**src/logic/sci_defs.vh**
```
// Register map, field positions and timing counts of the serial port
`ifndef SCI_DEFS_VH
`define SCI_DEFS_VH

// Register offsets
`define REG_BAUD          2'h0
`define REG_CTRL          2'h1
`define REG_STATUS        2'h2
`define REG_DATA          2'h3

// Rate register fields
`define BAUD_PRE_LSB      0
`define BAUD_RATE_LSB     4

// Control register bits
`define CTRL_TX_EMPTY_IE  7
`define CTRL_TX_DONE_IE   6
`define CTRL_RX_IE        5
`define CTRL_QUIET_IE     4
`define CTRL_XMIT_ON      3
`define CTRL_RX_ON        2
`define CTRL_RESET        8'h00

// Status flag indices (status bit = index + 1, bit 0 reads zero)
`define ST_TX_EMPTY       6
`define ST_TX_DONE        5
`define ST_RX_FULL        4
`define ST_QUIET          3
`define ST_OVERRUN        2
`define ST_NOISE          1
`define ST_FRAMING        0
`define ST_NUM            7
`define ST_FIRST_TX       5

// Prescaler divisors
`define PRE_DIV_0         6'h01
`define PRE_DIV_1         6'h03
`define PRE_DIV_2         6'h04
`define PRE_DIV_3         6'h0D
`define PRE_DIV_4         6'h27

// Sample ticks per bit and per character (10 bits)
`define TICKS_PER_BIT     4'hF
`define CHAR_TICKS        8'hA0
`define BITS_PER_FRAME    4'h9
`define SAMPLE_A          4'h7
`define SAMPLE_B          4'h8
`define SAMPLE_C          4'h9

`endif

```
**src/logic/baud_chain.v**
```verilog
// Prescaler and binary rate divider making the sample and bit ticks
`include "sci_defs.vh"

module baud_chain (
    input  wire       clk_sys,
    input  wire       rstn,
    input  wire [2:0] prescale_select,
    input  wire [2:0] rate_divider_select,
    output wire       rx_sample_clock,
    output wire       bit_tick
);
    reg  [5:0] pre_cnt_r;
    reg  [6:0] rate_cnt_r;
    reg  [3:0] bit_cnt_r;
    reg  [5:0] pre_div;
    wire       pre_tick;
    wire [6:0] rate_mask;

    always @* begin
        case (prescale_select)
            3'h0:    pre_div = `PRE_DIV_0;
            3'h1:    pre_div = `PRE_DIV_1;
            3'h2:    pre_div = `PRE_DIV_2;
            3'h3:    pre_div = `PRE_DIV_3;
            3'h4:    pre_div = `PRE_DIV_4;
            default: pre_div = `PRE_DIV_0;
        endcase
    end

    assign pre_tick        = (pre_cnt_r >= pre_div - 6'h01);
    assign rate_mask       = 7'h7F >> (3'h7 - rate_divider_select);
    assign rx_sample_clock = pre_tick & ((rate_cnt_r & rate_mask) == rate_mask);
    assign bit_tick        = rx_sample_clock & (bit_cnt_r == `TICKS_PER_BIT);

    always @(posedge clk_sys) begin
        if (!rstn) begin
            pre_cnt_r  <= 6'h00;
            rate_cnt_r <= 7'h00;
            bit_cnt_r  <= 4'h0;
        end else begin
            pre_cnt_r <= pre_tick ? 6'h00 : pre_cnt_r + 6'h01;
            if (pre_tick)
                rate_cnt_r <= rate_cnt_r + 7'h01;
            if (rx_sample_clock)
                bit_cnt_r <= bit_cnt_r + 4'h1;
        end
    end
endmodule // baud_chain

```
**src/logic/rx_unit.v**
```verilog
// Receive shifter with three-sample voting and quiet-line detection
`include "sci_defs.vh"

module rx_unit (
    input  wire       clk_sys,
    input  wire       rstn,
    input  wire       rx_sample_clock,
    input  wire       rx_on,
    input  wire       rxd,
    output reg        char_ready,
    output reg  [7:0] char_data,
    output reg        char_noise,
    output reg        char_frame,
    output reg        quiet_pulse
);
    reg       busy_r;
    reg [3:0] tick_r;
    reg [3:0] bit_r;
    reg [7:0] shift_r;
    reg [1:0] ones_r;
    reg       noisy_r;
    reg [7:0] high_cnt_r;
    reg       used_r;
    wire [1:0] votes;
    wire       maj;

    assign votes = ones_r + {1'b0, rxd};
    assign maj   = votes[1];

    always @(posedge clk_sys) begin
        if (!rstn) begin
            busy_r <= 1'b0; tick_r <= 4'h0; bit_r <= 4'h0; shift_r <= 8'h00;
            ones_r <= 2'h0; noisy_r <= 1'b0; high_cnt_r <= 8'h00; used_r <= 1'b0;
            char_ready <= 1'b0; char_data <= 8'h00; char_noise <= 1'b0;
            char_frame <= 1'b0; quiet_pulse <= 1'b0;
        end else begin
            char_ready  <= 1'b0;
            quiet_pulse <= 1'b0;
            if (rx_sample_clock && rx_on) begin
                // Idle only after a full character of ones, once per busy spell
                if (!rxd) begin
                    high_cnt_r <= 8'h00;
                    used_r     <= 1'b1;
                end else if (high_cnt_r != `CHAR_TICKS) begin
                    high_cnt_r <= high_cnt_r + 8'h01;
                    if (high_cnt_r == `CHAR_TICKS - 8'h01 && used_r) begin
                        quiet_pulse <= 1'b1;
                        used_r      <= 1'b0;
                    end
                end
                if (!busy_r) begin
                    if (!rxd) begin
                        busy_r <= 1'b1; tick_r <= 4'h0; bit_r <= 4'h0; noisy_r <= 1'b0;
                    end
                end else begin
                    tick_r <= tick_r + 4'h1;
                    if (tick_r == `TICKS_PER_BIT)
                        bit_r <= bit_r + 4'h1;
                    if (tick_r == `SAMPLE_A)
                        ones_r <= {1'b0, rxd};
                    else if (tick_r == `SAMPLE_B)
                        ones_r <= ones_r + {1'b0, rxd};
                    else if (tick_r == `SAMPLE_C) begin
                        if (votes != 2'h0 && !(ones_r == 2'h2 && rxd))
                            noisy_r <= 1'b1;
                        if (bit_r == 4'h0) begin
                            if (maj)
                                busy_r <= 1'b0;
                        end else if (bit_r == `BITS_PER_FRAME) begin
                            busy_r     <= 1'b0;
                            char_ready <= 1'b1;
                            char_data  <= shift_r;
                            char_frame <= ~maj;
                            char_noise <= noisy_r |
                                          (votes != 2'h0 && !(ones_r == 2'h2 && rxd));
                        end else
                            shift_r <= {maj, shift_r[7:1]};
                    end
                end
            end
        end
    end
endmodule // rx_unit

```
**src/logic/sci_port.v**
```verilog
// Asynchronous serial port: rate chain, transmitter, status flags
`include "sci_defs.vh"

// Notes on behaviour
// - Rate divider 1..128 after prescaler, sampling clock
// - Rate select survives reset, writable anytime
// - Bit clock is sampling clock over sixteen
// - Flags set by hardware, held until cleared
// - Enabling transmitter sets empty and complete
// - Empty flag with enable raises interrupt
// - Complete flag with enable raises interrupt
// - Disable finishes the character being shifted
// - Disable discards queued characters
// - Only reset stops transmitter at once
// - Idle disable frees pin on bit clock
// - Last character still sets both flags
// - Five receive flags, three interrupting
// - Receive full on transfer to holding
// - Overrun drops new, keeps held character
// - Overrun sets overrun, not receive full
// - Noise and framing qualify, never interrupt
// - Idle after one full character of ones
// - Quiet flag only on busy-to-idle change
// - Status read then data write clears
// - Status read then data read clears
// - Receive and quiet interrupt conditions
// - Prescaler divides by 1,3,4,13,39
module sci_port (
    input  wire       clk_sys,
    input  wire       rstn,
    input  wire [1:0] addr,
    input  wire [7:0] wr_data,
    input  wire       wr_stb,
    input  wire       rd_stb,
    output reg  [7:0] rd_data,
    input  wire       rxd_pin,
    output reg        txd_out,
    output reg        txd_owned,
    output reg        irq
);
    // Rate selects: no reset, power-up value only
    reg  [2:0]         prescale_select_r = 3'h0;
    reg  [2:0]         rate_divider_select_r = 3'h0;
    reg  [7:0]         ctrl_r;
    reg  [`ST_NUM-1:0] flag_r;
    reg  [`ST_NUM-1:0] arm_r;
    reg  [7:0]         rx_holding_reg;
    reg  [7:0]         tx_holding_reg;
    reg                hold_valid_r;
    reg                sh_busy_r;
    reg  [8:0]         sh_reg_r;
    reg  [3:0]         sh_cnt_r;
    reg                xmit_on_d_r;
    reg                rxd_s1_r;
    reg                rxd_s2_r;

    wire               rx_sample_clock;
    wire               bit_tick;
    wire               char_ready;
    wire [7:0]         char_data;
    wire               char_noise;
    wire               char_frame;
    wire               quiet_pulse;

    wire               xmit_on;
    wire               rx_on;
    wire               tx_empty_irq_en;
    wire               tx_done_irq_en;
    wire               rx_irq_en;
    wire               quiet_irq_en;

    wire               sel_wr_data;
    wire               sel_rd_data;
    wire               sel_rd_stat;
    wire               xmit_rise;
    wire               tx_start;
    wire               tx_done_ev;
    wire               overrun_ev;
    wire               accept_ev;
    wire [`ST_NUM-1:0] set_ev;
    wire [`ST_NUM-1:0] clr_ev;
    wire [7:0]         status_val;

    function sel;
        input [1:0] a;
        input [1:0] reg_off;
        begin
            sel = (a == reg_off);
        end
    endfunction

    assign xmit_on         = ctrl_r[`CTRL_XMIT_ON];
    assign rx_on           = ctrl_r[`CTRL_RX_ON];
    assign tx_empty_irq_en = ctrl_r[`CTRL_TX_EMPTY_IE];
    assign tx_done_irq_en  = ctrl_r[`CTRL_TX_DONE_IE];
    assign rx_irq_en       = ctrl_r[`CTRL_RX_IE];
    assign quiet_irq_en    = ctrl_r[`CTRL_QUIET_IE];

    assign sel_wr_data = wr_stb & sel(addr, `REG_DATA);
    assign sel_rd_data = rd_stb & sel(addr, `REG_DATA);
    assign sel_rd_stat = rd_stb & sel(addr, `REG_STATUS);
    assign status_val  = {flag_r, 1'b0};

    baud_chain u_baud (
        .clk_sys             (clk_sys),
        .rstn                (rstn),
        .prescale_select     (prescale_select_r),
        .rate_divider_select (rate_divider_select_r),
        .rx_sample_clock     (rx_sample_clock),
        .bit_tick            (bit_tick)
    );

    // Receive pin synchroniser
    always @(posedge clk_sys) begin
        if (!rstn) begin
            rxd_s1_r <= 1'b1;
            rxd_s2_r <= 1'b1;
        end else begin
            rxd_s1_r <= rxd_pin;
            rxd_s2_r <= rxd_s1_r;
        end
    end

    rx_unit u_rx (
        .clk_sys         (clk_sys),
        .rstn            (rstn),
        .rx_sample_clock (rx_sample_clock),
        .rx_on           (rx_on),
        .rxd             (rxd_s2_r),
        .char_ready      (char_ready),
        .char_data       (char_data),
        .char_noise      (char_noise),
        .char_frame      (char_frame),
        .quiet_pulse     (quiet_pulse)
    );

    // Register writes
    always @(posedge clk_sys) begin
        if (wr_stb && sel(addr, `REG_BAUD)) begin
            prescale_select_r     <= wr_data[`BAUD_PRE_LSB +: 3];
            rate_divider_select_r <= wr_data[`BAUD_RATE_LSB +: 3];
        end
    end

    always @(posedge clk_sys) begin
        if (!rstn)
            ctrl_r <= `CTRL_RESET;
        else if (wr_stb && sel(addr, `REG_CTRL))
            ctrl_r <= {wr_data[7:2], 2'h0};
    end

    // Register reads, answer in the next cycle
    always @(posedge clk_sys) begin
        if (!rstn)
            rd_data <= 8'h00;
        else if (rd_stb) begin
            case (addr)
                `REG_BAUD:   rd_data <= {1'b0, rate_divider_select_r,
                                         1'b0, prescale_select_r};
                `REG_CTRL:   rd_data <= ctrl_r;
                `REG_STATUS: rd_data <= status_val;
                `REG_DATA:   rd_data <= rx_holding_reg;
                default:     rd_data <= 8'h00;
            endcase
        end else
            rd_data <= 8'h00;
    end

    // Transmitter
    assign xmit_rise  = xmit_on & ~xmit_on_d_r;
    assign tx_start   = bit_tick & ~sh_busy_r & hold_valid_r & xmit_on;
    assign tx_done_ev = bit_tick & sh_busy_r & (sh_cnt_r == 4'h0);

    always @(posedge clk_sys) begin
        if (!rstn) begin
            xmit_on_d_r    <= 1'b0;
            hold_valid_r   <= 1'b0;
            tx_holding_reg <= 8'h00;
            sh_busy_r      <= 1'b0;
            sh_reg_r       <= 9'h1FF;
            sh_cnt_r       <= 4'h0;
            txd_out        <= 1'b1;
            txd_owned      <= 1'b0;
        end else begin
            xmit_on_d_r <= xmit_on;
            if (!xmit_on)
                hold_valid_r <= 1'b0;
            else if (sel_wr_data) begin
                hold_valid_r   <= 1'b1;
                tx_holding_reg <= wr_data;
            end else if (tx_start)
                hold_valid_r <= 1'b0;
            if (tx_start) begin
                sh_busy_r <= 1'b1;
                sh_reg_r  <= {1'b1, tx_holding_reg};
                sh_cnt_r  <= `BITS_PER_FRAME;
                txd_out   <= 1'b0;
            end else if (bit_tick && sh_busy_r) begin
                if (sh_cnt_r == 4'h0)
                    sh_busy_r <= 1'b0;
                else begin
                    txd_out  <= sh_reg_r[0];
                    sh_reg_r <= {1'b1, sh_reg_r[8:1]};
                    sh_cnt_r <= sh_cnt_r - 4'h1;
                end
            end
            if (bit_tick)
                txd_owned <= xmit_on | (sh_busy_r & ~tx_done_ev);
        end
    end

    // Receive hand-off into the holding register
    assign overrun_ev = char_ready & flag_r[`ST_RX_FULL];
    assign accept_ev  = char_ready & ~flag_r[`ST_RX_FULL];

    always @(posedge clk_sys) begin
        if (!rstn)
            rx_holding_reg <= 8'h00;
        else if (accept_ev)
            rx_holding_reg <= char_data;
    end

    // Flag set events
    assign set_ev[`ST_TX_EMPTY] = xmit_rise | tx_start | (tx_done_ev & ~xmit_on);
    assign set_ev[`ST_TX_DONE]  = xmit_rise |
                                  (tx_done_ev & ~(hold_valid_r & xmit_on));
    assign set_ev[`ST_RX_FULL]  = accept_ev;
    assign set_ev[`ST_QUIET]    = quiet_pulse;
    assign set_ev[`ST_OVERRUN]  = overrun_ev;
    assign set_ev[`ST_NOISE]    = accept_ev & char_noise;
    assign set_ev[`ST_FRAMING]  = accept_ev & char_frame;

    // Two-step clear per flag; a set in the clearing cycle wins
    genvar gi;
    generate
        for (gi = 0; gi < `ST_NUM; gi = gi + 1) begin : g_flag
            if (gi >= `ST_FIRST_TX) begin : g_tx
                assign clr_ev[gi] = arm_r[gi] & sel_wr_data;
            end else begin : g_rx
                assign clr_ev[gi] = arm_r[gi] & sel_rd_data;
            end
            always @(posedge clk_sys) begin
                if (!rstn) begin
                    flag_r[gi] <= 1'b0;
                    arm_r[gi]  <= 1'b0;
                end else begin
                    flag_r[gi] <= set_ev[gi] | (flag_r[gi] & ~clr_ev[gi]);
                    if (sel_rd_stat && flag_r[gi])
                        arm_r[gi] <= 1'b1;
                    else if (clr_ev[gi] || !flag_r[gi])
                        arm_r[gi] <= 1'b0;
                end
            end
        end
    endgenerate

    // Single interrupt request
    always @(posedge clk_sys) begin
        if (!rstn)
            irq <= 1'b0;
        else
            irq <= (tx_empty_irq_en & flag_r[`ST_TX_EMPTY]) |
                   (tx_done_irq_en & flag_r[`ST_TX_DONE]) |
                   (rx_irq_en & (flag_r[`ST_RX_FULL] | flag_r[`ST_OVERRUN])) |
                   (quiet_irq_en & flag_r[`ST_QUIET]);
    end

endmodule // sci_port

```
**config.mk**
```make
export PLATFORM = sky130hd
export DESIGN_NAME = sci_port
export DESIGN_NICKNAME = d
export VERILOG_FILES = /design/src/logic/baud_chain.v /design/src/logic/rx_unit.v /design/src/logic/sci_port.v
export VERILOG_INCLUDE_DIRS = /design/src /design/src/logic
export SDC_FILE = /design/constraint.sdc
export NUM_CORES = 1
export LEC_CHECK = 0
export ABC_AREA = 1
export BUFFER_PORTS_ARGS = -buffer_cell sky130_fd_sc_hd__buf_2
export CAP_MARGIN = 20
export CELL_PAD_IN_SITES_DETAIL_PLACEMENT = 2
export CELL_PAD_IN_SITES_GLOBAL_PLACEMENT = 2
export CORE_AREA = 2 2 133 135
export DETAILED_ROUTE_END_ITERATION = 10
export DIE_AREA = 0 0 135 137
export PLACE_DENSITY = 0.77
export SYNTH_ARGS = -nofsm -noshare
export SYNTH_HDL_FRONTEND = slang
export SYNTH_HIERARCHICAL = 1
export SYNTH_SLANG_ARGS = --single-unit
```
**constraint.sdc**
```tcl
create_clock -name clk_sys -period 3 [get_ports clk_sys]
set_input_delay 0.15 -clock clk_sys [delete_from_list [all_inputs] [get_ports clk_sys]]
set_output_delay 0.15 -clock clk_sys [all_outputs]
set_load 0.05 [all_outputs]
```
==> impl_summary.txt, run 1 <==
----------------------------------------------------
[Routing]
  Amount of wire on met2 after detailed routing ... 13000 um
  Detailed-routed wire length on met3 ... 488 um
  First DRT Iteration DRCs ... 189
  First drt pass iteration count ... 5
  Wire length reported by the detailed router ... 23300 um
  Number of nets with antenna violations after detailed routing ... 0
  Highest metal layer with signal wires ... met4
  Vias after detailed routing ... 5850
  Wire length per cell ... 20.5 um
  Met1 WL ... 9040 um
  Detailed-route DRC error count ... 0
  Vias per cell ... 5.15

[Min path]
  Endpoint of the worst hold-timing path ... tx_holding_reg[7]
  Hold path startpoint ... wr_data[7]
  Hold/Removal Path Class ... input port to flip-flop
  Depth of the worst hold-timing path ... 3

[Timing]
  Final critical-path share of the clock period ... 111%
  Count of final hold-check violations ... 0
  Transition at the pin with the smallest max-transition slack ... 0.849 ns
  Highest achievable clock rate ... 300 MHz
  Final hold slack ... 0.0702 ns
  Worst slew margin relative to its limit ... 43.4%
  Skew final ... 0.00940 ns
  Fin crit period ... 3.34 ns
  RSZ-0062 raised after global routing ... yes
  Max-slew violations ... 0
  Smallest setup slack after layout ... -0.338 ns
  Endpoints failing setup ... 54

[Synthesis]
  Most frequently used flop master after synthesis ... sky130_fd_sc_hd__dfxtp_1
  Number of flops mapped to enable cells by yosys ... 6
  Cell accounting for the most synthesized area ... sky130_fd_sc_hd__dfxtp_1
  Mapped Cells ... 821
  Top area cells in the synthesized netlist ... sky130_fd_sc_hd__dfxtp_1, sky130_fd_sc_hd__nand2_1, sky130_fd_sc_hd__nor2_1
  Number of library cell types mapped by synthesis ... 41
  Net Count, Synth ... 856
  Syn Std Cell Area ... 5910 um2
  Mean post-synth cell area ... 7.20 um2
  Share of the synthesized area in the top cell type ... 41.3%
  Flip-flop and latch count after synthesis ... 128
  Proportion of synthesized flip-flops having asynchronous set or reset ... 0%
  Part of the Yosys area used for sequential elements ... 44.4%
  Warning count from the yosys run ... 6

[Global route]
  Number of antenna violations at the first check in global routing ... 0
  Wire length of the first global-routing pass ... 32300 um
  Largest net degree at the start of global routing ... 39
  Overall Global Routing Usage ... 22.6%
  Via count of the first global-routing pass ... 6281
  Overall overflow remaining after global route ... 0

[Floorplanning]
  Die footprint ... 18500 um2
  Effective utilization at floorplan ... 34.7%
  Number of cell rows ... 48
  Die Height ... 137 um
  I/O pin total ... 26
  Core area ... 17100 um2
  Width of the chip ... 135 um

[Placement]
  Final weighted congestion in routability-driven placement ... 0.772
  Dpl ws ... -0.224 ns
  Inst Count DP ... 1075
  Half-perimeter wire length after placement ... 13300 um
  Total placed instance area ... 6400 um2
  Port buffer count ... 25

[Pwr]
  Peak supply drop ... 438 uV
  Pwr Density ... 546 nW/um2
  Overall power of the completed layout ... 0.00422 W
  Leakage ... 3.39 nW

[Setup path]
  Worst path top cell family by delay ... simple AND/OR/NAND/NOR gates
  Worst reg-to-reg setup slack ... -0.34 ns
  Standard cell with the maximum stage delay on the critical path ... sky130_fd_sc_hd__edfxtp_1
  CP arrival ... 3.65 ns
  Peak fanout along the critical path ... 9
  CP dominant cell by count ... sky130_fd_sc_hd__nand2_4
  Startpoint of the worst-slack reg-to-reg timing path ... prescale_select_r[0]
  Chain of cells forming the critical path ... buf_6 -> a21oi_4 -> ha_4 -> nand3_1 -> ha_4 -> nand2_2 -> nor2_2 -> nand2_2 -> nand2_4 -> nand3_4 -> buf_8 -> clkinv_8 -> nand2_8 -> clkinv_4 -> nand2_4 -> nor2_4 -> buf_4 -> nand2_4 -> o21ai_0 -> nor2_1
  Register-to-Register Path Depth ... 20
  Worst R2R End ... u_rx/shift_r[3]
  Delay contributed by the slowest stage of the critical path ... 0.48 ns
  Type of the worst setup path ... flip-flop to flip-flop
  Kind of launch point of the worst setup path ... flip-flop
  Crit path capture type ... flip-flop
  Number of buffer and inverter instances along the worst setup path ... 5
  Data required time at the worst endpoint ... 3.31 ns

[CTS]
  Clock slew at reported path FFs ... 0.06 ns
  Clock root cell ... sky130_fd_sc_hd__clkbuf_16
  Clock tree from TritonCTS ... yes
  Clock latency reported for the late side of the worst-skew pair ... 0.43 ns
  CTS max path bufs ... 2
  H-Tree Depth ... 4
  Clock Sink Count ... 128
  Number of buffers added by the clock tree synthesis step ... 17

[Run status]
  Violations in the final reports ... negative setup slack
  Outcome ... finished with violations

[Run]
  Number of violations of the max-capacitance limit ... 0

[Final layout]
  Growth of design area from synthesis to finish ... 30.7%
  Nets ... 935
  Finished Cell Area ... 7730 um2
  Highest-count cells in the layout ignoring fill and taps ... sky130_fd_sc_hd__nand2_1, sky130_fd_sc_hd__dfxtp_1, sky130_fd_sc_hd__nor2_1, sky130_fd_sc_hd__inv_1, sky130_fd_sc_hd__nand3_1
  Number of standard cells in the layout, taps in and fillers out ... 1137
  Layout cell share with drive strength beyond 1 ... 22.8%
  Storage cell area ... 2620 um2
  Area of combinational cells with multiple inputs ... 3130 um2
  Antenna Cells ... 0
  Fill count ... 1934
  Most common cell after layout, fill and taps aside ... sky130_fd_sc_hd__nand2_1

----------------------------------------------------
-- report_power, final --
part	internal, W	switching [W]
Sequential	0.00174	0.0000347
Combinational	0.0000982	0.000200
Clock	0.00138	0.000768
-- metal layers --
layer / vias to the layer above / GRT usage (%)
li1: 2792 / -
met1: 2938 / 23.4
met2: 71 / 44.4
met3: 49 / 4.81
met4: 0 / 8.51
met5: - / 0
-- cell type report --
class / instances / share of cell area [%]
multi-input combinational: 568 / 40.5
timing repair buffer: 79 / 8.47
clock buffer: 27 / 6.91
tap: 225 / 3.64
clock inverter: 4 / 0.907
sequential: 128 / 33.9
inverter: 106 / 5.59
-- timing repair --
item / in CTS / in global routing
endpoints found under the setup margin: 54 / 59
resized for setup: 26 / 100
pin swaps: 10 / 34
endpoints found under the hold margin: 7 / 0
cloned: 1 / 2
hold buffers: 7 / 0
setup buffers: 5 / 18
-- worst min-delay path, cell delays in order --
cell and delay (ns):
sky130_fd_sc_hd__buf_2 0.10, sky130_fd_sc_hd__o21ai_0 0.08, sky130_fd_sc_hd__a21oi_1 0.12
-- cell families after synthesis --
logic type | share of synthesized area (%)
flops | 44.4
compound gates | 11.6
simple gates | 30.3
fa+ha+maj | 4.23
xor+xnor | 1.04
buf+inv | 8.51
-- cells in the mapped netlist, drive strengths merged, types with 5 or more instances --
cell type and number:
nor2 120, o21ai 59, a21oi 51, edfxtp 6
ha 20, inv 103, xor2 5, nand2 207
nand4 10, dfxtp 122, nor3 6, clkbuf 7
nand3 66, buf 12, a31oi 8
-- per-stage QoR --
step	TNS, ns	utilization [%]
after CTS	-0.136	42.4
after floorplan	0	-
after global routing	-13.94	45.3
final	-8.51	45.3
after detailed placement	-6.59	37.5
after global placement	0	37.5
-- worst max path at each step --
stage / start / end / slack, ns / depth (start not counted)
after floorplan: prescale_select_r[1] / sh_reg_r[7] / 0.28 / 17
after global placement: prescale_select_r[1] / u_rx/high_cnt_r[1] / 0.06 / 19
after detailed placement: prescale_select_r[2] / sh_reg_r[0] / -0.22 / 21
after CTS: prescale_select_r[0] / u_rx/char_data[2] / -0.03 / 22
after global routing: prescale_select_r[0] / u_rx/shift_r[3] / -0.42 / 20
final: prescale_select_r[0] / u_rx/shift_r[3] / -0.34 / 20
(Power assumes the default switching activity.)
==> run 2: changes to the inputs <==
Settings changed: CORE_AREA 2 2 133 135 to 2 2 144 146, DIE_AREA 0 0 135 137 to 0 0 146 148, PLACE_DENSITY 0.77 to 0.67.
==> run 2 against run 1 <==
The flow now finishes without violations; non-clock buffer count decreased by 8; combinational power decreased by 18%; maximum frequency increased by 14%; sequential power about the same; count of clock-buffer cells in the layout decreased by 4; sequential share of layout area increased by 0.35 points; core utilization decreased by 7.1 points.
==> impl_summary.txt, run 2 (same netlist as run 1, synthesis figures left out) <==
----------------------------------------------------
[Setup path]
  Logic depth of the worst path, buffers included ... 20
  Chain of cells forming the critical path ... buf_6 -> a21oi_2 -> ha_2 -> xor2_1 -> inv_1 -> ha_1 -> nand2_1 -> nor2_1 -> nand2_1 -> nand2_4 -> nand3_4 -> nor2_4 -> buf_6 -> nand2_4 -> inv_4 -> nand2_4 -> nand2_4 -> buf_8 -> o21ai_2 -> nand3_1
  Number of buffer and inverter instances along the worst setup path ... 5
  Register-to-Register Path Depth ... 20
  Data required time at the worst endpoint ... 3.35 ns
  Type of the worst setup path ... flip-flop to flip-flop
  CP dominant cell by count ... sky130_fd_sc_hd__nand2_4
  CP arrival ... 3.28 ns
  Critical path endpoint ... sh_reg_r[6]
  Worst R2R End ... sh_reg_r[6]
  Delay contributed by the slowest stage of the critical path ... 0.45 ns
  Standard cell with the maximum stage delay on the critical path ... sky130_fd_sc_hd__edfxtp_1
  Worst path top cell family by delay ... simple AND/OR/NAND/NOR gates
  Kind of launch point of the worst setup path ... flip-flop
  Crit path capture type ... flip-flop
  Peak fanout along the critical path ... 8
  Startpoint of the most critical setup path ... prescale_select_r[0]
  Startpoint of the worst-slack reg-to-reg timing path ... prescale_select_r[0]
  Worst reg-to-reg setup slack ... 0.07 ns

[Floorplanning]
  Width of the chip ... 146 um
  Die footprint ... 21600 um2
  Number of cell rows ... 52
  Die Height ... 148 um
  Effective utilization at floorplan ... 29.5%
  I/O pin total ... 26
  Core area ... 20000 um2

[Pwr]
  Peak supply drop ... 376 uV
  Pwr Density ... 547 nW/um2
  Leakage ... 3.35 nW

[Timing]
  Worst slew margin relative to its limit ... 43.6%
  Skew final ... 0.00892 ns
  Transition at the pin with the smallest max-transition slack ... 0.846 ns
  Highest achievable clock rate ... 341 MHz
  Fin crit period ... 2.93 ns
  Endpoints failing setup ... 0
  RSZ-0062 raised after global routing ... yes
  Count of final hold-check violations ... 0
  Smallest setup slack after layout ... 0.0653 ns
  Max-slew violations ... 0
  Final critical-path share of the clock period ... 97.8%

[Routing]
  First DRT Iteration DRCs ... 149
  Vias per cell ... 4.80
  Wire length reported by the detailed router ... 18900 um
  Vias after detailed routing ... 5644
  Detailed-route DRC error count ... 0
  Wire length per cell ... 16.1 um
  First drt pass iteration count ... 5
  Number of nets with antenna violations after detailed routing ... 0

[CTS]
  Clock slew at reported path FFs ... 0.06 ns
  Clock root cell ... sky130_fd_sc_hd__clkbuf_16
  Clock tree from TritonCTS ... yes
  Clock Sink Count ... 128
  H-Tree Depth ... 4
  CTS max path bufs ... 2
  Number of buffers added by the clock tree synthesis step ... 17
  Clock latency reported for the late side of the worst-skew pair ... 0.43 ns

[Placement]
  Inst Count DP ... 1120
  Final weighted congestion in routability-driven placement ... 0.777
  Port buffer count ... 25
  Dpl ws ... -0.198 ns
  Half-perimeter wire length after placement ... 13100 um

[Run]
  Number of violations of the max-capacitance limit ... 0

[Global route]
  Via count of the first global-routing pass ... 6197
  Wire length of the first global-routing pass ... 30300 um
  Overall overflow remaining after global route ... 0
  Overall Global Routing Usage ... 17.5%
  Number of antenna violations at the first check in global routing ... 0
  Largest net degree at the start of global routing ... 38

[Final layout]
  Most common cell after layout, fill and taps aside ... sky130_fd_sc_hd__nand2_1
  Growth of design area from synthesis to finish ... 29.3%
  Number of standard cells in the layout, taps in and fillers out ... 1175
  Highest-count cells in the layout ignoring fill and taps ... sky130_fd_sc_hd__nand2_1, sky130_fd_sc_hd__dfxtp_1, sky130_fd_sc_hd__nor2_1, sky130_fd_sc_hd__inv_1, sky130_fd_sc_hd__nand3_1
  Nets ... 927
  Fill count ... 2351
  Antenna Cells ... 0
  Layout cell share with drive strength beyond 1 ... 22.7%

[Min path]
  Hold/Removal Path Class ... input port to flip-flop

[Run status]
  Outcome ... finished, final reports clean

----------------------------------------------------
==> run 2: routing by layer <==
layer / track usage, % / share of wire [%] / vias up
li1: - / - / 2775
met1: 19.2 / 42 / 2805
met2: 34.0 / 54 / 48
met3: 3.49 / 1.9 / 16
met4: 5.00 / 1.2 / 0
met5: 0 / 0 / -
==> run 2: timing repair <==
item,4_1_cts,5_1_grt
hold endpoints to repair,7,0
resized for setup,23,97
hold buffers,7,0
buffers inserted,6,10
pin swaps,7,31
gates cloned,1,0
setup endpoints to repair,35,47
==> run 2: through the flow <==
| stage | util, % | TNS, ns | power, W | hold WS [ns] | instance area, um2 |
|---|---|---|---|---|---|
| finish | 38.2 | 0 | 0.00418 | 0.0350 | 7650 |
| global route | 38.2 | -4.55 | 0.00436 | 0.0303 | 7650 |
| CTS | 36.4 | 0 | 0.00424 | 0.0198 | 7300 |
| detailed placement | 32.2 | -2.05 | 0.00204 | 0.359 | 6460 |
| global placement | 32.2 | 0 | 0.00202 | 0.351 | 6460 |
| floorplan | - | 0 | 0.00195 | 0.249 | 5910 |
==> run 2: report_power, final <==
part | leakage [nW] | internal, W | switching (W)
Clock | 0.303 | 0.00140 | 0.000768
Sequential | 1.04 | 0.00174 | 0.0000312
Combinational | 2.00 | 0.0000796 | 0.000167
==> run 2: worst min path at each step <==
stage	to	from	slack [ns]	cells after the start
2_1_floorplan	prescale_select_r[0]	wr_data[0]	0.25	0
3_3_place_gp	rxd_s1_r	rxd_pin	0.35	2
3_5_place_dp	prescale_select_r[1]	wr_data[1]	0.36	1
4_1_cts	ctrl_r[7]	wr_data[7]	0.02	3
5_1_grt	ctrl_r[7]	wr_data[7]	0.03	3
6_report	ctrl_r[7]	wr_data[7]	0.04	3
==> run 2: layout make-up <==
class | instances | area, um2 | area share, %
timing repair buffer | 71 | 554 | 7.25
tap | 270 | 338 | 4.42
multi-input combinational | 568 | 3090 | 40.5
clock buffer | 23 | 489 | 6.40
inverter | 106 | 423 | 5.53
sequential | 128 | 2620 | 34.3
clock inverter | 9 | 128 | 1.67
==> run 2: tightest hold or removal path: stages <==
cell and delay, ns:
sky130_fd_sc_hd__buf_2 0.11, sky130_fd_sc_hd__nand3_1 0.09, sky130_fd_sc_hd__a21oi_1 0.06
